## src/rtl/hsc_map.vh

```
// hsc_map.vh: constants for the hub strap, descriptor and pull-up timing block.
// assumes a 100 MHz core clock; included by bare name, definitions only.
`ifndef HSC_MAP_VH
`define HSC_MAP_VH

// ----------------------------------------------------------------------------
// clock and timing
// ----------------------------------------------------------------------------
`define HSC_CLK_PERIOD_NS 10
`define HSC_PUR_TIME_NS 3000000
// 3 ms of 10 ns cycles, sized to the timer width
`define HSC_PUR_CYCLES 19'h493E0
`define HSC_PUR_CNT_W 19
`define HSC_OC_FILT_NS 1000
`define HSC_OC_FILT_CYCLES (`HSC_OC_FILT_NS / `HSC_CLK_PERIOD_NS)
`define HSC_OC_FILT_LAST 7'h63
`define HSC_OC_CNT_W 7

// ----------------------------------------------------------------------------
// register offsets (byte addresses)
// ----------------------------------------------------------------------------
`define HSC_ADDR_W 8
`define HSC_OFF_CTRL 8'h00
`define HSC_OFF_STATUS 8'h04
`define HSC_OFF_DESC 8'h08

// ----------------------------------------------------------------------------
// control register fields
// ----------------------------------------------------------------------------
`define HSC_CTRL_PWR_REQ_LSB 0
`define HSC_CTRL_EE_CLK 4
`define HSC_CTRL_EE_DOUT 5
`define HSC_CTRL_EE_DOE 6
`define HSC_CTRL_GANG_SW 7
`define HSC_CTRL_RESET 32'h00000000

// ----------------------------------------------------------------------------
// status register fields
// ----------------------------------------------------------------------------
`define HSC_ST_BUS_POWERED 0
`define HSC_ST_EE_ACTIVE 1
`define HSC_ST_GANGED 2
`define HSC_ST_IND_PIN 3
`define HSC_ST_PULLUP 4
`define HSC_ST_TWO_PORT 5
`define HSC_ST_OC_LSB 8
`define HSC_ST_EE_DIN 11
`define HSC_ST_PWR_LSB 12

// ----------------------------------------------------------------------------
// hub descriptor encodings
// ----------------------------------------------------------------------------
`define HSC_MODE_GANGED 2'h0
`define HSC_MODE_PER_PORT 2'h1
`define HSC_MODE_NONE 2'h2
`define HSC_PWRGOOD_SWITCHED 8'h32
`define HSC_PWRGOOD_NONE 8'h00

`endif

```

## src/rtl/hsc_top.v

```verilog
// hsc_top.v: hub strap decoding, descriptor bits, port power and pull-up timing.
// assumes APB master on clk, strap and overcurrent pins synchronous to clk,
// and pad logic outside that resolves the three-signal pins to wires.
`timescale 1ns/1ps
`include "hsc_map.vh"

// Operation
// low power select means bus-powered
// board keeps power select static
// reset or select change restarts pull-up delay
// pull-up goes high after 3 ms
// eeprom strap high disables eeprom clock
// eeprom strap low drives eeprom clock
// eeprom strap low makes shared pin data
// eeprom strap high makes shared pin gang
// board keeps gang select static
// per-port overcurrent affects own port only
// ganged mode accepts any overcurrent input
// overcurrent inputs are noise filtered
// third overcurrent pull-up in two-port mode
// indication pin high disables its pull-down
// bus-powered reports ports power-switched
// bus-powered D4 follows protection pin
// self-powered reports overcurrent protection
// self-powered power-good time 50 or 0
// port zero upstream, ports 1-3 downstream
// overcurrent switches its port power off
// ganged outputs switch together
// straps synchronised and sampled after reset
// new trigger restarts running pull-up counter
module hsc_top #(
  parameter [`HSC_PUR_CNT_W-1:0] PUR_CYCLES = `HSC_PUR_CYCLES
) (
  input wire clk,
  input wire rst_n,
  input wire psel,
  input wire penable,
  input wire pwrite,
  input wire [`HSC_ADDR_W-1:0] paddr,
  input wire [31:0] pwdata,
  output reg [31:0] prdata,
  output reg pready,
  output reg pslverr,
  input wire power_source_select_n,
  input wire eeprom_enable_n,
  input wire three_port_n,
  input wire overcurrent_protect_ind_n,
  input wire [2:0] port_overcurrent_n,
  input wire eeprom_serial_io_in,
  output reg eeprom_serial_io_out,
  output reg eeprom_serial_io_oe,
  output reg eeprom_serial_clock_out,
  output reg eeprom_serial_clock_oe,
  output reg eeprom_pulldown_en,
  output reg ind_pulldown_en,
  output reg oc3_pullup_en,
  output reg upstream_pullup_enable,
  output reg [2:0] port_power_on_n,
  output reg [7:0] hub_characteristics,
  output reg [7:0] port_power_on_n_to_pwrgood
);

  // ----------------------------------------------------------------------------
  // strap synchronisers
  // ----------------------------------------------------------------------------
  // order: power select, eeprom enable, shared pin, indication pin, port count
  reg [4:0] strap_meta;
  reg [4:0] strap_sync;
  reg [1:0] settle_cnt;
  reg strap_valid;
  reg pss_last;

  wire [4:0] strap_raw;
  assign strap_raw = {three_port_n, overcurrent_protect_ind_n, eeprom_serial_io_in,
                      eeprom_enable_n, power_source_select_n};

  always @(posedge clk) begin
    if (!rst_n) begin
      strap_meta <= 5'h00;
      strap_sync <= 5'h00;
    end else begin
      strap_meta <= strap_raw;
      strap_sync <= strap_meta;
    end
  end

  // descriptor fields are built only once the synchroniser holds real pin levels
  // two flops of latency, then one edge for the flag itself
  always @(posedge clk) begin
    if (!rst_n) begin
      settle_cnt <= 2'h0;
      strap_valid <= 1'b0;
    end else if (!strap_valid) begin
      settle_cnt <= settle_cnt + 1'b1;
      strap_valid <= (settle_cnt == 2'h2);
    end
  end

  wire pss_n_s;
  wire ee_en_n_s;
  wire shared_s;
  wire ind_n_s;
  wire np3_n_s;
  assign pss_n_s = strap_sync[0];
  assign ee_en_n_s = strap_sync[1];
  assign shared_s = strap_sync[2];
  assign ind_n_s = strap_sync[3];
  assign np3_n_s = strap_sync[4];

  // ----------------------------------------------------------------------------
  // register file storage
  // ----------------------------------------------------------------------------
  // the eeprom protocol itself is bit-banged by software through ctrl;
  // no serial engine sits in this block
  reg [31:0] ctrl;

  wire bus_powered;
  wire ee_active;
  wire ganged;
  assign bus_powered = ~pss_n_s;
  assign ee_active = ~ee_en_n_s;
  // with the eeprom in use the gang choice is loaded by software from eeprom contents
  assign ganged = ee_active ? ctrl[`HSC_CTRL_GANG_SW] : ~shared_s;

  // ----------------------------------------------------------------------------
  // upstream pull-up delay
  // ----------------------------------------------------------------------------
  // the board holds the select static; a change is still honoured as a trigger
  wire pss_change;
  wire pur_done;
  assign pss_change = strap_valid && (pss_n_s != pss_last);

  always @(posedge clk) begin
    if (!rst_n) begin
      pss_last <= 1'b0;
    end else begin
      pss_last <= pss_n_s;
    end
  end

  // a usb bus reset never reaches this timer; only rst_n and the select pin do
  hsc_pullup_timer #(
    .CYCLES(PUR_CYCLES)
  ) u_pullup_timer (
    .clk(clk),
    .rst_n(rst_n),
    .restart(pss_change),
    .done(pur_done)
  );

  always @(posedge clk) begin
    if (!rst_n) begin
      upstream_pullup_enable <= 1'b0;
    end else begin
      upstream_pullup_enable <= pur_done && !pss_change;
    end
  end

  // ----------------------------------------------------------------------------
  // overcurrent filtering and port power
  // ----------------------------------------------------------------------------
  wire [2:0] oc_filt_n;
  genvar gi;
  generate
    for (gi = 0; gi < 3; gi = gi + 1) begin : g_oc
      hsc_oc_filter u_oc_filter (
        .clk(clk),
        .rst_n(rst_n),
        .raw_n(port_overcurrent_n[gi]),
        .filt_n(oc_filt_n[gi])
      );
    end
  endgenerate

  // port 3 input is masked in two-port mode; the pad pull-up keeps it idle too
  wire [2:0] oc_active;
  wire any_oc;
  assign oc_active = ~oc_filt_n & {~np3_n_s, 2'h3};
  assign any_oc = |oc_active;

  reg [2:0] next_power_on;
  integer pi;
  always @* begin
    next_power_on = 3'h0;
    for (pi = 0; pi < 3; pi = pi + 1) begin
      if (ganged) begin
        next_power_on[pi] = ctrl[`HSC_CTRL_PWR_REQ_LSB] && !any_oc;
      end else begin
        next_power_on[pi] = ctrl[`HSC_CTRL_PWR_REQ_LSB + pi] && !oc_active[pi];
      end
    end
  end

  // downstream ports 1-3 map to bits 0-2; port zero is the upstream pair
  // power comes back by itself once the filtered fault clears
  always @(posedge clk) begin
    if (!rst_n) begin
      port_power_on_n <= 3'h7;
    end else begin
      port_power_on_n <= ~next_power_on;
    end
  end

  // ----------------------------------------------------------------------------
  // pad controls for eeprom and strap pins
  // ----------------------------------------------------------------------------
  always @(posedge clk) begin
    if (!rst_n) begin
      eeprom_serial_clock_out <= 1'b0;
      eeprom_serial_clock_oe <= 1'b0;
      eeprom_serial_io_out <= 1'b0;
      eeprom_serial_io_oe <= 1'b0;
      eeprom_pulldown_en <= 1'b0;
    end else begin
      // clock pin stays undriven with the eeprom disabled
      eeprom_serial_clock_oe <= strap_valid && ee_active;
      eeprom_serial_clock_out <= ee_active && ctrl[`HSC_CTRL_EE_CLK];
      // the shared pin is only driven in eeprom mode, never when it is a strap
      eeprom_serial_io_oe <= strap_valid && ee_active && ctrl[`HSC_CTRL_EE_DOE];
      eeprom_serial_io_out <= ee_active && ctrl[`HSC_CTRL_EE_DOUT];
      eeprom_pulldown_en <= strap_valid && ee_active;
    end
  end

  // ----------------------------------------------------------------------------
  // strap pin pulls
  // ----------------------------------------------------------------------------
  // pulls follow the synchronised level, so they settle three edges after the pin
  always @(posedge clk) begin
    if (!rst_n) begin
      ind_pulldown_en <= 1'b1;
      oc3_pullup_en <= 1'b0;
    end else begin
      ind_pulldown_en <= ~ind_n_s;
      oc3_pullup_en <= np3_n_s;
    end
  end

  // ----------------------------------------------------------------------------
  // hub descriptor fields
  // ----------------------------------------------------------------------------
  reg [1:0] next_pwr_mode;
  reg [1:0] next_oc_mode;
  reg [7:0] next_pwrgood;
  always @* begin
    next_pwr_mode = ganged ? `HSC_MODE_GANGED : `HSC_MODE_PER_PORT;
    next_oc_mode = ganged ? `HSC_MODE_GANGED : `HSC_MODE_PER_PORT;
    next_pwrgood = `HSC_PWRGOOD_SWITCHED;
    if (bus_powered) begin
      // power switching is always claimed here; protection depends on the pin
      if (ind_n_s) begin
        next_oc_mode = `HSC_MODE_NONE;
      end
    end else begin
      // protection always claimed; switching and its delay depend on the pin
      if (ind_n_s) begin
        next_pwr_mode = `HSC_MODE_NONE;
        next_pwrgood = `HSC_PWRGOOD_NONE;
      end
    end
  end

  always @(posedge clk) begin
    if (!rst_n) begin
      hub_characteristics <= 8'h00;
      port_power_on_n_to_pwrgood <= 8'h00;
    end else if (strap_valid) begin
      hub_characteristics <= {3'h0, next_oc_mode, 1'b0, next_pwr_mode};
      port_power_on_n_to_pwrgood <= next_pwrgood;
    end
  end

  // ----------------------------------------------------------------------------
  // apb slave
  // ----------------------------------------------------------------------------
  // one wait state: pready rises one edge into the access phase, which keeps
  // prdata a flop output at the cost of one cycle per transfer
  wire access;
  wire commit;
  wire hit_ctrl;
  wire hit_status;
  wire hit_desc;
  assign access = psel && penable && !pready;
  assign commit = psel && penable && pready;
  assign hit_ctrl = (paddr == `HSC_OFF_CTRL);
  assign hit_status = (paddr == `HSC_OFF_STATUS);
  assign hit_desc = (paddr == `HSC_OFF_DESC);

  reg [31:0] status_word;
  always @* begin
    status_word = 32'h00000000;
    status_word[`HSC_ST_BUS_POWERED] = bus_powered;
    status_word[`HSC_ST_EE_ACTIVE] = ee_active;
    status_word[`HSC_ST_GANGED] = ganged;
    status_word[`HSC_ST_IND_PIN] = ind_n_s;
    status_word[`HSC_ST_PULLUP] = upstream_pullup_enable;
    status_word[`HSC_ST_TWO_PORT] = np3_n_s;
    status_word[`HSC_ST_OC_LSB +: 3] = oc_active;
    status_word[`HSC_ST_EE_DIN] = shared_s;
    status_word[`HSC_ST_PWR_LSB +: 3] = ~port_power_on_n;
  end

  reg [31:0] next_rdata;
  always @* begin
    next_rdata = 32'h00000000;
    case (paddr)
      `HSC_OFF_CTRL: begin
        next_rdata = ctrl;
      end
      `HSC_OFF_STATUS: begin
        next_rdata = status_word;
      end
      `HSC_OFF_DESC: begin
        next_rdata = {16'h0000, port_power_on_n_to_pwrgood, hub_characteristics};
      end
      default: begin
        next_rdata = 32'h00000000;
      end
    endcase
  end

  always @(posedge clk) begin
    if (!rst_n) begin
      pready <= 1'b0;
      pslverr <= 1'b0;
      prdata <= 32'h00000000;
    end else begin
      pready <= access;
      pslverr <= access && !(hit_ctrl || hit_status || hit_desc);
      prdata <= (access && !pwrite) ? next_rdata : 32'h00000000;
    end
  end

  // only the defined control bits are kept; the rest read back as zero
  always @(posedge clk) begin
    if (!rst_n) begin
      ctrl <= `HSC_CTRL_RESET;
    end else if (commit && pwrite && hit_ctrl) begin
      ctrl <= pwdata & 32'h000000F7;
    end
  end

endmodule

```

## src/rtl/hsc_oc_filter.v

```verilog
// hsc_oc_filter.v: glitch filter for one active-low overcurrent input.
// assumes the input is already synchronous to clk.
`timescale 1ns/1ps
`include "hsc_map.vh"

module hsc_oc_filter (
  input wire clk,
  input wire rst_n,
  input wire raw_n,
  output reg filt_n
);

  reg [`HSC_OC_CNT_W-1:0] stable_cnt;

  // ----------------------------------------------------------------------------
  // accept a new level only after it has held for the whole filter window
  // ----------------------------------------------------------------------------
  always @(posedge clk) begin
    if (!rst_n) begin
      stable_cnt <= {`HSC_OC_CNT_W{1'b0}};
      filt_n <= 1'b1;
    end else if (raw_n == filt_n) begin
      stable_cnt <= {`HSC_OC_CNT_W{1'b0}};
    end else if (stable_cnt == `HSC_OC_FILT_LAST) begin
      stable_cnt <= {`HSC_OC_CNT_W{1'b0}};
      filt_n <= raw_n;
    end else begin
      stable_cnt <= stable_cnt + 1'b1;
    end
  end

endmodule

```

## src/rtl/hsc_pullup_timer.v

```verilog
// hsc_pullup_timer.v: delay counter that holds the upstream pull-up off.
// assumes restart is a one-cycle pulse in the clk domain.
`timescale 1ns/1ps
`include "hsc_map.vh"

module hsc_pullup_timer #(
  parameter [`HSC_PUR_CNT_W-1:0] CYCLES = `HSC_PUR_CYCLES
) (
  input wire clk,
  input wire rst_n,
  input wire restart,
  output reg done
);

  reg [`HSC_PUR_CNT_W-1:0] count;

  // ----------------------------------------------------------------------------
  // count from zero; a restart while running starts over
  // ----------------------------------------------------------------------------
  always @(posedge clk) begin
    if (!rst_n || restart) begin
      count <= {`HSC_PUR_CNT_W{1'b0}};
      done <= 1'b0;
    end else if (!done) begin
      if (count == CYCLES - 1'b1) begin
        done <= 1'b1;
      end else begin
        count <= count + 1'b1;
      end
    end
  end

endmodule

```

## config.mk

```make
export PLATFORM = sky130hd
export DESIGN_NAME = hsc_top
export DESIGN_NICKNAME = d
export VERILOG_FILES = /design/src/rtl/hsc_top.v /design/src/rtl/hsc_oc_filter.v /design/src/rtl/hsc_pullup_timer.v
export VERILOG_INCLUDE_DIRS = /design/src /design/src/rtl
export SDC_FILE = /design/constraint.sdc
export NUM_CORES = 1
export LEC_CHECK = 0
export BUFFER_PORTS_ARGS = -buffer_cell sky130_fd_sc_hd__buf_2
export CAP_MARGIN = 20
export CORE_MARGIN = 1.5
export CORE_UTILIZATION = 48
export CTS_BUF_LIST = sky130_fd_sc_hd__clkbuf_8
export DETAILED_ROUTE_END_ITERATION = 10
export PLACE_DENSITY = 0.82
export SLEW_MARGIN = 20
export SYNTH_ARGS = -nofsm -noshare
export SYNTH_HDL_FRONTEND = slang
export SYNTH_SLANG_ARGS = --single-unit
```

## constraint.sdc

```tcl
create_clock -name clk -period 2.3 [get_ports clk]
set_clock_uncertainty 0.1 [all_clocks]
set_input_delay 0.115 -clock clk [delete_from_list [all_inputs] [get_ports clk]]
set_output_delay 0.115 -clock clk [all_outputs]
set_load 0.02 [all_outputs]
```

==> results by group <==
Status
  – Status: complete, no violations

Timing
  – Max-slew violations: 0
  – Maximum clock frequency: 516.1 MHz
  – Worst-margin pin slew: 603.6 ps
  – RSZ-0062 raised after global routing: false
  – Tmin final: 1938 ps
  – Final worst slack: 362.3 ps
  – TNS Setup: 0 ps
  – Setup Viol. Count Final: 0
  – Final Hold Slack: 4.846 ps
  – Hold Violations, Final: 0
  – Fin crit share: 84.25%
  – Rel. slew slack: 59.64%

Global route
  – Largest net degree at the start of global routing: 23
  – Initial antenna violation count: 0
  – Vias in the first global route: 2868
  – Tot GR Track Use: 18.34%
  – First-pass GRT wire length: 12860 µm
  – Grt total ovfl: 0

Place
  – I/O Buffers: 62
  – Placement Cell Area: 0.004317 mm²
  – RePlAce Congestion: 0.8475
  – Dpl ws: 370.7 ps
  – Placed Cells: 579
  – Post-DP HPWL: 5500 µm

Logic synthesis
  – Syn Area/Cell: 9.470 µm²
  – Sequential area share after synthesis: 48.36%
  – FFs w/ async S/R, synth: 0%
  – Flops & latches, synth: 97
  – Post-synth EDFFs: 0
  – Warnings, synthesis: 0
  – Post-Synthesis Cell Area: 0.004015 mm²
  – Top-area cell type share of the netlist area: 48.36%
  – Unique masters post-synth: 45
  – Dominant cells by area after synthesis: dfxtp_1, buf_4, mux2i_1, and2_1, nor2_1
  – Largest area contributor in the netlist: dfxtp_1
  – Cell count after synthesis: 424
  – Top_reg_cell synth: dfxtp_1

CTS
  – Clk buf depth: 2
  – Setup Buffers After CTS: 0
  – Skew-Pair Late Insertion Delay: 350 ps
  – Num CTS Buffers: 9
  – CTS clk-pin slew, worst paths: 80 ps
  – CTS H-tree depth: 3
  – Resized cells post-CTS: 0
  – Clk root buf: clkbuf_8
  – Clock sink count: 97
  – CTS tree: yes

Layout
  – Post-route cell area: 0.004707 mm²
  – Final cell count without fillers: 613
  – Fillers: 697
  – Most frequent cells in the layout: dfxtp_1, buf_2, nor2_1
  – Final core utilization: 57.58%
  – ANT cells: 0
  – Most common cell after layout, fill and taps aside: dfxtp_1
  – Layout cell share with drive strength beyond 1: 16.54%
  – Area growth syn-to-layout: 17.23%
  – NumNets Final: 561

Setup path
  – FF-to-FF Start: u_pullup_timer.count[4]
  – WS Path Type: flip-flop to flip-flop
  – CP Launch Type: flip-flop
  – CP startpoint: u_pullup_timer.count[4]
  – Worst EP arrival: 2130 ps
  – Critical path endpoint category: flip-flop
  – Maximum fanout along the worst path: 7
  – Required time of the critical path: 2490 ps

Power and ir drop
  – Tot Pwr: 3.326 mW
  – IR drop worst, VDD: 344.7 µV
  – Leak: 1.985 nW
  – Pwr dens: 706.6 mW/mm²

Routing
  – Total wire length: 7928 µm
  – Post-route antenna net violation count: 0
  – Number of DRC markers in iteration 0: 163
  – Pre-Repair DR Iteration Count: 4
  – Vias per cell: 5.111
  – DRC viols: 0
  – Post-DR wirelength/cell: 12.93 µm
  – Via count: 3133

Die
  – I/O pin count: 114
  – Starting Density: 49.11%
  – Die ar.: 0.008923 mm²
  – Die Width: 94.46 µm
  – Chip height: 94.46 µm
  – Site Rows: 33
  – Core ar.: 0.008175 mm²

Hold path
  – Beginning of the worst hold path: paddr[6]
  – Type of the worst min-delay path: primary input to flip-flop

Flow run
  – Max-Cap Viols: 0
[final timing paths]
| kind | cells after the start | slack, ps | to |
|---|---|---|---|
| min reg2reg | 1 | 320 | prdata[14] |
| max | 4 | 360 | u_pullup_timer.count[17] |
| max reg2reg | 4 | 360 | u_pullup_timer.count[17] |
| min | 4 | 5 | pslverr |
[logic make-up after synthesis]
family / share of synthesized area [%]
simple gates: 24.68
flops: 48.36
mux: 4.986
buf+inv: 7.417
xor+xnor: 5.672
fa+ha+maj: 1.558
compound gates: 7.230
other cells: 0.09340
[area by class of cell]
type,instances,area [µm²],share of cell area [%]
flip-flops and latches,97,1942,41.25
clock buffers,9,123.9,2.632
clock inverters,7,86.33,1.834
repair buffers,84,520.5,11.06
multi-input cells,302,1869,39.71
well taps,105,131.4,2.791
inverters,9,33.78,0.7177
[synth_stat cells (all sizes together) (9+ instances only)]
| cell type | instances |
|---|---|
| nand3 | 18 |
| clkbuf | 12 |
| xnor2 | 17 |
| a21oi | 14 |
| nor3 | 9 |
| nor2b | 10 |
| nand2b | 10 |
| and2 | 25 |
| inv | 9 |
| dfxtp | 97 |
| buf | 29 |
| nor2 | 40 |
| nand2 | 31 |
| mux2i | 20 |
| xor2 | 9 |
[timing repair]
item	4_1_cts	5_1_grt
endpoints found under the hold margin	17	0
endpoints found under the setup margin	0	0
hold buffers	18	0
[routing by layer]
metal  track usage, %  vias up  part of all wire (%)
met4            7.463        0                   2.5
met5                0        -                     0
met2            31.18      111                    49
met1            22.38     1458                    43
met3            4.106       20                   5.8
li1                 -     1544                     -
[worst max-delay path, stage by stage (launching register included)]
cell and delay, ps:
dfxtp_1 450, nand2_1 180, or3_1 500, or4_1 500, a21oi_1 140
[sequential cells by signal, summed over array words and instances, names as in the netlist, 2 cells and up]
name                         flops
port_power_on_n                  3
hub_characteristics              4
prdata                          15
g_oc.u_oc_filter.stable_cnt     21
strap_meta                       5
ctrl                             7
strap_sync                       5
u_pullup_timer.count            19
settle_cnt                       2
g_oc.u_oc_filter.filt_n          3
[report_power, final]
| group | internal [mW] | total, mW | switching (mW) |
|---|---|---|---|
| Combinational | 0.147 | 0.360 | 0.213 |
| Sequential | 1.74 | 1.81 | 0.0692 |
| Clock | 0.605 | 1.15 | 0.550 |
| Total | 2.49 | 3.33 | 0.831 |
No activity file was read; power rests on OpenSTA's default activity.
